[src/inc/mpg_defines.vh]
// Constants for the multipurpose pin mode and output gating block
`ifndef MPG_DEFINES_VH
`define MPG_DEFINES_VH
// Register byte offsets on the AXI4-Lite slave
`define MPG_ADDR_CTRL      8'h04
`define MPG_ADDR_PIN_EN    8'h06
`define MPG_ADDR_SD_OE     8'h1C
`define MPG_ADDR_SUSP      8'h1D
`define MPG_ADDR_PLLS      8'h1E
`define MPG_ADDR_OUT_DIV_SEL      8'h20
`define MPG_ADDR_PARK      8'h24
`define MPG_ADDR_STATUS    8'h28
`define MPG_ADDR_LOCKTIME  8'h2C
// Field positions
`define MPG_CTRL_MFC       0
`define MPG_CTRL_PRIM      1
`define MPG_SD_POL         6
`define MPG_SD_FUNC        7
// Widths and counts
`define MPG_NBANK          6
`define MPG_NPIN           6
// Reset values
`define MPG_RST_CTRL       2'h0
`define MPG_RST_PIN_EN     6'h3F
`define MPG_RST_SD_OE      8'h00
`define MPG_RST_BANK       6'h00
`define MPG_RST_PLLS       3'h0
`define MPG_RST_OUT_DIV_SEL       12'h000
`define MPG_RST_PARK       12'h000
`define MPG_RST_LOCKTIME   16'h0010
// Interface select pin levels
`define MPG_IFS_JTAG       2'h0
`define MPG_IFS_MID        2'h1
`define MPG_IFS_I2C        2'h2
// Modes
`define MPG_MODE_MFC1      2'h0
`define MPG_MODE_MFC2      2'h1
`define MPG_MODE_I2C       2'h2
`define MPG_MODE_JTAG      2'h3
// Response codes
`define MPG_RESP_OK        2'h0
`define MPG_RESP_SLVERR    2'h2
`endif

[src/mpg_pin_mux.v]
// Multipurpose pin mode select, configuration select and output gating
//
// How it works
// - Mode 2: pin pairs index PLL0, PLL1, PLL2
// - Per-configuration divider select picks post-divider set
// - I2C mode maps data, clock, suspend, clock select
// - JTAG mode maps TAP pins and TDO
// - Manual modes drive lock and clock loss outputs
// - Mode 2 uses primary reference, bit switches
// - Power-up latches pins 0..4, pin 5 low
// - Programming mode keeps latched configuration
// - Manual modes follow select pins continuously
// - Pin enable masks inputs to low
// - Masked serial pins still work; suspend, select die
// - Polarity bit sets shutdown pin active level
// - Function bit: shutdown overrides, else output enable
// - Output enable disables masked banks only
// - Park mode: tristate, low or high
// - Shutdown tristates, forces manual, refuses programming
// - Suspend powers down flagged banks
// - PLL suspend wins, takes its banks too
// - Relock wait after PLL suspend only
// - Mode 1: three pins pick eight PLL0 configs
//
// The implementer's own choices: the placing of the registers and register access over AXI4-Lite.
`timescale 1ns/1ns
`include "mpg_defines.vh"

module mpg_pin_mux (
  input  wire        aclk,
  input  wire        aresetn,
  // AXI4-Lite slave
  input  wire [7:0]  s_axi_awaddr,
  input  wire        s_axi_awvalid,
  output wire        s_axi_awready,
  input  wire [31:0] s_axi_wdata,
  input  wire [3:0]  s_axi_wstrb,
  input  wire        s_axi_wvalid,
  output wire        s_axi_wready,
  output reg  [1:0]  s_axi_bresp,
  output reg         s_axi_bvalid,
  input  wire        s_axi_bready,
  input  wire [7:0]  s_axi_araddr,
  input  wire        s_axi_arvalid,
  output wire        s_axi_arready,
  output reg  [31:0] s_axi_rdata,
  output reg  [1:0]  s_axi_rresp,
  output reg         s_axi_rvalid,
  input  wire        s_axi_rready,
  // Board pins
  input  wire [5:0]  cfg_pin,
  input  wire [1:0]  if_sel_level,
  input  wire        sd_oe_pin,
  // Status sources from the clock core
  input  wire        lock_lost,
  input  wire        ref_clock_lost,
  input  wire        jtag_tdo,
  input  wire        jtag_tdo_en,
  input  wire [2:0]  pll_locked,
  // Pin outputs
  output reg         status_out0,
  output reg         status_out0_oe,
  output reg         status_out1,
  // Decoded functions toward the core
  output reg  [1:0]  mode,
  output reg         prog_allowed,
  output reg         serial_data_pin,
  output reg         serial_clk,
  output reg         jtag_tms,
  output reg         jtag_trst,
  output reg         suspend_act,
  output reg         clk_select,
  output reg  [2:0]  pll0_cfg,
  output reg  [1:0]  pll1_cfg,
  output reg  [1:0]  pll2_cfg,
  output reg  [2:0]  out_div_sel,
  output reg  [2:0]  pll_power_down,
  output reg  [2:0]  pll_out_valid,
  output reg  [5:0]  bank_enable,
  output reg  [5:0]  bank_drive,
  output reg  [5:0]  bank_level,
  output reg         ref_osc_power_down
);

  // Configuration registers
  reg  [1:0]  ctrl_q;
  reg  [5:0]  pin_en_q;
  reg  [7:0]  sd_oe_q;
  reg  [5:0]  susp_q;
  reg  [2:0]  plls_q;
  reg  [11:0] out_div_sel_q;
  reg  [11:0] park_q;
  reg  [15:0] locktime_q;

  // Three-stage pin synchronisers, all bits in one loop
  localparam NSYNC = 10;
  wire [NSYNC-1:0] raw_in = {if_sel_level, sd_oe_pin, cfg_pin, 1'b0};
  reg  [NSYNC-1:0] s1_q;
  reg  [NSYNC-1:0] s2_q;
  reg  [NSYNC-1:0] s3_q;
  reg  [NSYNC-1:0] clean_q;
  genvar gi;
  generate
    for (gi = 0; gi < NSYNC; gi = gi + 1)
    begin : g_sync
      // Change accepted once stages two and three agree
      always @(posedge aclk)
      begin
        if (!aresetn)
        begin
          s1_q[gi]    <= 1'b0;
          s2_q[gi]    <= 1'b0;
          s3_q[gi]    <= 1'b0;
          clean_q[gi] <= 1'b0;
        end
        else
        begin
          s1_q[gi] <= raw_in[gi];
          s2_q[gi] <= s1_q[gi];
          s3_q[gi] <= s2_q[gi];
          if (s2_q[gi] == s3_q[gi])
            clean_q[gi] <= s3_q[gi];
        end
      end
    end
  endgenerate

  wire [5:0] pin_s   = clean_q[6:1];
  wire       sd_s    = clean_q[7];
  wire [1:0] ifsel_s = clean_q[9:8];

  // Shutdown decode
  wire sd_asserted = sd_s ^ sd_oe_q[`MPG_SD_POL];
  wire shutdown    = sd_asserted & sd_oe_q[`MPG_SD_FUNC];
  wire oe_pin_act  = sd_asserted & ~sd_oe_q[`MPG_SD_FUNC];

  // Effective interface select; shutdown forces the mid level
  wire [1:0] ifsel_eff = shutdown ? `MPG_IFS_MID : ifsel_s;
  wire       prog_mode = (ifsel_eff != `MPG_IFS_MID);
  wire [5:0] pin_m     = pin_s & pin_en_q;

  // Power-up latch: catch pins 0..4 at the first settled cycle
  reg  [2:0] boot_cnt_q;
  reg        latched_q;
  reg  [4:0] boot_pins_q;
  always @(posedge aclk)
  begin
    if (!aresetn)
    begin
      boot_cnt_q  <= 3'h0;
      latched_q   <= 1'b0;
      boot_pins_q <= 5'h00;
    end
    else if (!latched_q)
    begin
      boot_cnt_q <= boot_cnt_q + 3'h1;
      if (boot_cnt_q == 3'h5)
      begin
        latched_q   <= 1'b1;
        boot_pins_q <= pin_s[4:0];
      end
    end
  end

  // Held selection while programming; taken at power-up or on entry
  reg [4:0] held_q;
  reg       prog_q;
  always @(posedge aclk)
  begin
    if (!aresetn)
    begin
      held_q <= 5'h00;
      prog_q <= 1'b0;
    end
    else
    begin
      prog_q <= prog_mode;
      if (!latched_q && boot_cnt_q == 3'h5)
        held_q <= pin_s[4:0];
      else if (prog_mode && !prog_q)
        held_q <= pin_m[4:0];
    end
  end

  // Mode and configuration select decode
  reg [5:0] sel;
  always @*
  begin
    if (!latched_q)
      mode = `MPG_MODE_MFC2;
    else if (ifsel_eff == `MPG_IFS_I2C)
      mode = `MPG_MODE_I2C;
    else if (ifsel_eff == `MPG_IFS_JTAG)
      mode = `MPG_MODE_JTAG;
    else if (ctrl_q[`MPG_CTRL_MFC])
      mode = `MPG_MODE_MFC1;
    else
      mode = `MPG_MODE_MFC2;
    if (!latched_q)
      sel = {1'b0, boot_pins_q};
    else if (prog_mode)
      sel = {1'b0, held_q};
    else
      sel = pin_m;
    prog_allowed = latched_q & prog_mode & ~shutdown;
    pll0_cfg = 3'h0;
    pll1_cfg = 2'h0;
    pll2_cfg = 2'h0;
    if (mode == `MPG_MODE_MFC1)
      pll0_cfg = sel[2:0];
    else
    begin
      pll0_cfg = {1'b0, sel[1:0]};
      pll1_cfg = sel[3:2];
      pll2_cfg = sel[5:4];
    end
    // Serial pins stay live even when masked
    serial_data_pin = 1'b0;
    serial_clk      = 1'b0;
    jtag_tms        = 1'b0;
    jtag_trst       = 1'b0;
    case (mode)
      `MPG_MODE_I2C:
      begin
        serial_data_pin = pin_s[0];
        serial_clk      = pin_s[1];
      end
      `MPG_MODE_JTAG:
      begin
        serial_data_pin = pin_s[0];
        serial_clk      = pin_s[1];
        jtag_tms        = pin_s[2];
        jtag_trst       = pin_s[4];
      end
      default:
        serial_clk = 1'b0;
    endcase
    // Suspend on pin 3 except in mode 2; masking kills it
    suspend_act = (mode != `MPG_MODE_MFC2) & pin_m[3];
    // Clock select on pin 5, mode 2 uses the primary select bit
    if (mode == `MPG_MODE_MFC2)
      clk_select = ctrl_q[`MPG_CTRL_PRIM];
    else
      clk_select = pin_m[5];
  end

  // Output divider select from the active configuration
  wire [3:0] cfg0_4 = {2'h0, pll0_cfg[1:0]};
  always @*
  begin
    out_div_sel[0] = out_div_sel_q[cfg0_4];
    out_div_sel[1] = out_div_sel_q[4'h4 + {2'h0, pll1_cfg}];
    out_div_sel[2] = out_div_sel_q[4'h8 + {2'h0, pll2_cfg}];
    if (mode == `MPG_MODE_MFC1 && pll0_cfg[2])
      out_div_sel[0] = out_div_sel_q[{pll0_cfg[1], ~pll0_cfg[1], 1'b1, pll0_cfg[0]}];
  end

  // Status pins by mode
  always @*
  begin
    status_out0    = lock_lost;
    status_out0_oe = 1'b1;
    status_out1    = ref_clock_lost;
    if (mode == `MPG_MODE_JTAG)
    begin
      status_out0    = jtag_tdo;
      status_out0_oe = jtag_tdo_en;
    end
  end

  // PLL suspend and relock wait
  reg [15:0] relock_q [0:2];
  genvar gp;
  generate
    for (gp = 0; gp < 3; gp = gp + 1)
    begin : g_pll
      always @(posedge aclk)
      begin
        if (!aresetn)
          relock_q[gp] <= 16'h0000;
        else if (pll_power_down[gp])
          relock_q[gp] <= locktime_q;
        else if (relock_q[gp] != 16'h0000 && pll_locked[gp])
          relock_q[gp] <= relock_q[gp] - 16'h0001;
      end
      always @*
      begin
        pll_power_down[gp] = suspend_act & plls_q[gp] & ~shutdown;
        pll_out_valid[gp]  = ~pll_power_down[gp] & (relock_q[gp] == 16'h0000);
      end
    end
  endgenerate

  // Bank gating; banks 0,1 on PLL0, 2,3 on PLL1, 4,5 on PLL2
  genvar gb;
  generate
    for (gb = 0; gb < `MPG_NBANK; gb = gb + 1)
    begin : g_bank
      wire pll_off = pll_power_down[gb/2];
      wire susp    = ~shutdown & suspend_act & susp_q[gb];
      wire oe_off  = oe_pin_act & sd_oe_q[gb];
      always @*
      begin
        bank_enable[gb] = ~(shutdown | pll_off | susp | oe_off);
        bank_drive[gb]  = 1'b1;
        bank_level[gb]  = 1'b0;
        if (shutdown || pll_off || susp)
          bank_drive[gb] = 1'b0;
        else if (oe_off)
        begin
          bank_drive[gb] = park_q[2*gb+1];
          bank_level[gb] = park_q[2*gb];
        end
      end
    end
  endgenerate

  always @*
    ref_osc_power_down = shutdown;

  // AXI4-Lite write path: address and data taken in either order
  reg        aw_hold_q;
  reg [7:0]  aw_addr_q;
  reg        w_hold_q;
  reg [31:0] w_data_q;
  reg [3:0]  w_strb_q;
  assign s_axi_awready = ~aw_hold_q & ~s_axi_bvalid;
  assign s_axi_wready  = ~w_hold_q & ~s_axi_bvalid;
  wire [7:0]  wa = aw_hold_q ? aw_addr_q : s_axi_awaddr;
  wire [31:0] wd = w_hold_q ? w_data_q : s_axi_wdata;
  wire [3:0]  ws = w_hold_q ? w_strb_q : s_axi_wstrb;
  wire aw_ok = aw_hold_q | (s_axi_awvalid & s_axi_awready);
  wire w_ok  = w_hold_q | (s_axi_wvalid & s_axi_wready);
  wire do_wr = aw_ok & w_ok & ~s_axi_bvalid;
  wire wr_hit = (wa == `MPG_ADDR_CTRL) | (wa == `MPG_ADDR_PIN_EN) | (wa == `MPG_ADDR_SD_OE)
              | (wa == `MPG_ADDR_SUSP) | (wa == `MPG_ADDR_PLLS) | (wa == `MPG_ADDR_OUT_DIV_SEL)
              | (wa == `MPG_ADDR_PARK) | (wa == `MPG_ADDR_LOCKTIME);

  // Register writes and write response
  always @(posedge aclk)
  begin
    if (!aresetn)
    begin
      aw_hold_q    <= 1'b0;
      aw_addr_q    <= 8'h00;
      w_hold_q     <= 1'b0;
      w_data_q     <= 32'h00000000;
      w_strb_q     <= 4'h0;
      s_axi_bvalid <= 1'b0;
      s_axi_bresp  <= `MPG_RESP_OK;
      ctrl_q       <= `MPG_RST_CTRL;
      pin_en_q     <= `MPG_RST_PIN_EN;
      sd_oe_q      <= `MPG_RST_SD_OE;
      susp_q       <= `MPG_RST_BANK;
      plls_q       <= `MPG_RST_PLLS;
      out_div_sel_q       <= `MPG_RST_OUT_DIV_SEL;
      park_q       <= `MPG_RST_PARK;
      locktime_q   <= `MPG_RST_LOCKTIME;
    end
    else
    begin
      if (s_axi_awvalid && s_axi_awready && !w_ok)
      begin
        aw_hold_q <= 1'b1;
        aw_addr_q <= s_axi_awaddr;
      end
      if (s_axi_wvalid && s_axi_wready && !aw_ok)
      begin
        w_hold_q <= 1'b1;
        w_data_q <= s_axi_wdata;
        w_strb_q <= s_axi_wstrb;
      end
      if (do_wr)
      begin
        aw_hold_q    <= 1'b0;
        w_hold_q     <= 1'b0;
        s_axi_bvalid <= 1'b1;
        s_axi_bresp  <= wr_hit ? `MPG_RESP_OK : `MPG_RESP_SLVERR;
        if (ws[0])
        begin
          if (wa == `MPG_ADDR_CTRL)     ctrl_q   <= wd[1:0];
          if (wa == `MPG_ADDR_PIN_EN)   pin_en_q <= wd[5:0];
          if (wa == `MPG_ADDR_SD_OE)    sd_oe_q  <= wd[7:0];
          if (wa == `MPG_ADDR_SUSP)     susp_q   <= wd[5:0];
          if (wa == `MPG_ADDR_PLLS)     plls_q   <= wd[2:0];
          if (wa == `MPG_ADDR_OUT_DIV_SEL)     out_div_sel_q[7:0] <= wd[7:0];
          if (wa == `MPG_ADDR_PARK)     park_q[7:0] <= wd[7:0];
          if (wa == `MPG_ADDR_LOCKTIME) locktime_q[7:0] <= wd[7:0];
        end
        if (ws[1])
        begin
          if (wa == `MPG_ADDR_OUT_DIV_SEL)     out_div_sel_q[11:8] <= wd[11:8];
          if (wa == `MPG_ADDR_PARK)     park_q[11:8] <= wd[11:8];
          if (wa == `MPG_ADDR_LOCKTIME) locktime_q[15:8] <= wd[15:8];
        end
      end
      else if (s_axi_bvalid && s_axi_bready)
        s_axi_bvalid <= 1'b0;
    end
  end

  // AXI4-Lite read path
  assign s_axi_arready = ~s_axi_rvalid;
  always @(posedge aclk)
  begin
    if (!aresetn)
    begin
      s_axi_rvalid <= 1'b0;
      s_axi_rdata  <= 32'h00000000;
      s_axi_rresp  <= `MPG_RESP_OK;
    end
    else if (s_axi_arvalid && s_axi_arready)
    begin
      s_axi_rvalid <= 1'b1;
      s_axi_rresp  <= `MPG_RESP_OK;
      case (s_axi_araddr)
        `MPG_ADDR_CTRL:     s_axi_rdata <= {30'h0, ctrl_q};
        `MPG_ADDR_PIN_EN:   s_axi_rdata <= {26'h0, pin_en_q};
        `MPG_ADDR_SD_OE:    s_axi_rdata <= {24'h0, sd_oe_q};
        `MPG_ADDR_SUSP:     s_axi_rdata <= {26'h0, susp_q};
        `MPG_ADDR_PLLS:     s_axi_rdata <= {29'h0, plls_q};
        `MPG_ADDR_OUT_DIV_SEL:     s_axi_rdata <= {20'h0, out_div_sel_q};
        `MPG_ADDR_PARK:     s_axi_rdata <= {20'h0, park_q};
        `MPG_ADDR_LOCKTIME: s_axi_rdata <= {16'h0, locktime_q};
        `MPG_ADDR_STATUS:   s_axi_rdata <= {10'h000, pll_out_valid, bank_enable, shutdown,
                                            prog_allowed, mode, 2'h0, pll0_cfg, pll1_cfg, pll2_cfg};
        default:
        begin
          s_axi_rdata <= 32'h00000000;
          s_axi_rresp <= `MPG_RESP_SLVERR;
        end
      endcase
    end
    else if (s_axi_rready)
      s_axi_rvalid <= 1'b0;
  end

endmodule // mpg_pin_mux

[config.mk]
export PLATFORM = sky130hd
export DESIGN_NAME = mpg_pin_mux
export DESIGN_NICKNAME = d
export VERILOG_FILES = /design/src/mpg_pin_mux.v
export VERILOG_INCLUDE_DIRS = /design/src /design/src/inc
export SDC_FILE = /design/constraint.sdc
export NUM_CORES = 1
export LEC_CHECK = 0
export BUFFER_PORTS_ARGS = -buffer_cell sky130_fd_sc_hd__buf_2
export CORE_MARGIN = 2
export CORE_UTILIZATION = 57
export DETAILED_ROUTE_END_ITERATION = 16
export GPL_TIMING_DRIVEN = 0
export PLACE_DENSITY = 0.89
export SLEW_MARGIN = 20
export SYNTH_ARGS = -nofsm -noshare
export SYNTH_HDL_FRONTEND = slang
export SYNTH_SLANG_ARGS = --single-unit
[constraint.sdc]
create_clock -name aclk -period 3.65 [get_ports aclk]
set_input_delay 0.73 -clock aclk [delete_from_list [all_inputs] [get_ports aclk]]
set_output_delay 0.73 -clock aclk [all_outputs]
set_load 0.05 [all_outputs]
==> metrics.cfg <==
[routing]
routed_via_density=6.162
totalWireLength_um=33160
firstDrtPassIters=6
drt-initial-drc-count=1173
drc=0
vias=9866
wl_per_cell_um=20.71
final_antenna_net_count=0

[timing]
max_freq_ghz=0.2794
finClkSkew_ps=9.355
period_minus_slack_ps=3579
worst_slew_pin_slew_ps=782.6
relSlewSlack=0.4782
slew_viol_final=0
rsz0062_at_grt=false
finalHoldViolations=0
finalSetupTns_ps=0
setup-violations-final=0
period_share=0.9805

[worst_setup_path]
slowest_delay_ps=510
crit_path_end_kind=primary output
cp-start-kind=register
reg2regPathDepth=6
r2r-start=relock_q[2][3]
worst-path-max-fanout=4
critPathLaunch=sd_oe_q[6]
arrival_ps=2850
slowest_stage=dfxtp_1
required_ps=2920
critical_path_class=register to primary output
worstPathCellList=xor2_4 -> a21o_1 -> a2111oi_4 -> mux2_2 -> or3_1 -> o311a_1 -> clkbuf_4

[cts]
cts.clk_slew.worst_paths_ps=60
cts_tree=built
clk-insertion-delay-late_ps=520
cts_buffers=23
clock_sinks=218
h-tree-depth=1
cts.path.max_buffers=3
ctsHoldBuffers=0
cts_root_buf=clkbuf_16

[finish]
regArea_sq_um=4851
drive_above_1_share=0.1873
syn2layout_area_growth_pct=17.23
diodes=0
final_cell_mix=dfxtp_1, nor2_1, nand2_1
multiInputGateArea_sq_um=5590
layout_commonest_cell=dfxtp_1
nFillCells=1456
layout.nets=1431
final_util=0.6778

[power]
total_power_mw=5.670
powerDensity_nw_per_um2=448.7
power.leakage_nw=5.020
irDropWorstVdd_v=0.0004077

[worst_hold_path]
worstHoldStart=s_axi_rready
hold_path_depth=2
hold_class=input port to register

[run]
maxCapViolCount=0

[synth]
ys_warn_count=0
synthesis.instances=1186
synth_area_leaders=dfxtp_1, edfxtp_1, mux2i_1, nor2_1, nand2_1
ys_seq_elements=218
synth-main-ff-cell=dfxtp_1
yosysSeqAreaShare=0.4494
yosysTopAreaCell=dfxtp_1
synth_cell_types=76
syn_area_per_cell_sq_um=9.089
synth_enable_flop_cells=48
async_flop_share=0
synth_top_area_share=0.3157
syn_area_sq_um=10780

[grt]
overflow=0
grt_pass1_wl_um=51160
antenna_found_initial=0
grt_pass1_vias=9532
grt_usage=0.3270
grt_max_degree=17

[floorplan]
core_sq_um=18640
start_util=0.5782
die_y_um=141.5
rows=50
die_area_sq_um=20030
pin_count=163
die_w_um=141.5

[run_status]
status=finished clean

[place]
place_congestion=0.9941
hpwl_um=24300
numPortBuffers=129

-- worst max-delay path: cells and delay by family, from the launching register on --
family                 cells  cell delay [ps]
XOR/XNOR                   1              160
AO/OA/AOI/OAI              3              760
multiplexers               1              370
buffers and inverters      1              220
AND/OR/NAND/NOR            1              310
flip-flops                 1              510
-- per-layer routing --
metal | vias to the layer above | GRT usage | part of all wire
met3 | 128 | 0.05602 | 0.092
met2 | 561 | 0.5595 | 0.47
met4 | 0 | 0.1447 | 0.052
met1 | 4679 | 0.4072 | 0.38
li1 | 4498 | - | -
met5 | - | 0 | 0
-- Yosys cell counts, drive strengths merged (29+ instances only) --
master	instances
o21ai	70
mux2i	84
buf	32
nand3	29
clkbuf	45
dfxtp	170
and2	34
nand2	144
nor2	160
a21oi	60
edfxtp	48
-- layout make-up --
type / instances / share of cell area
multi-input cells: 877 / 0.4424
flip-flops and latches: 218 / 0.3839
repair buffers: 130 / 0.05189
clock buffers: 36 / 0.05100
plain buffers: 76 / 0.03040
well taps: 234 / 0.02317
clock inverters: 5 / 0.009803
inverters: 25 / 0.007426
-- through the flow --
step / hold WS, ps / std cells / area, sq um / setup slack, ps
4_1_cts: 399.2 / 1602 / 12580 / 3.158
3_3_place_gp: 413.6 / 1560 / 11780 / 397.5
2_1_floorplan: 411.9 / 1197 / 10840 / 5.202
5_1_grt: 419.5 / 1601 / 12640 / 21.94
3_5_place_dp: 421.4 / 1560 / 11780 / 375.7
6_report: 403.7 / 1601 / 12640 / 71.24
-- path summary, 6_finish.rpt --
path | endpoint | slack (ps)
min | s_axi_rvalid | 400
max reg2reg | relock_q[2][15] | 340
min reg2reg | s2_q[8] | 430
max | out_div_sel[2] | 70
-- cells by family (layout without fill, tap and decap cells) --
| kind of cell | count (synthesis) | in the layout | share of synthesized area |
|---|---|---|---|
| adders and majority gates | 7 | 7 | 0.007661 |
| AOI/OAI and AO/OA | 225 | 225 | 0.1376 |
| xor gates and xnor gates | 46 | 46 | 0.03738 |
| buffers and inverters | 102 | 272 | 0.04446 |
| other | 1 | 12 | 0.0003479 |
| and+or+nand+nor | 475 | 475 | 0.2128 |
| DFF | 218 | 218 | 0.4494 |
| muxes | 112 | 112 | 0.1104 |
-- power by group --
group	switching [mW]	internal, mW
Combinational	0.397	0.210
Sequential	0.0718	2.55
Clock	0.948	1.49
-- what timing repair did --
| item | 4_1_cts | 5_1_grt |
|---|---|---|
| setup buffers | 1 | 0 |
| setup endpoints to repair | 3 | 11 |
| resized for setup | 5 | 13 |
| pin swaps | 1 | 1 |
-- flip-flops by register name, summed over array words and instances, names as in the netlist, 8 cells and up --
| signal | flops |
|---|---|
| s3_q | 9 |
| w_data_q | 16 |
| clean_q | 8 |
| s2_q | 9 |
| park_q | 12 |
| s1_q | 9 |
| relock_q | 48 |
| locktime_q | 16 |
| s_axi_rdata | 22 |
| aw_addr_q | 8 |
| sd_oe_q | 8 |
| out_div_sel_q | 12 |
Note: power is estimated with default switching activity, not from simulation.
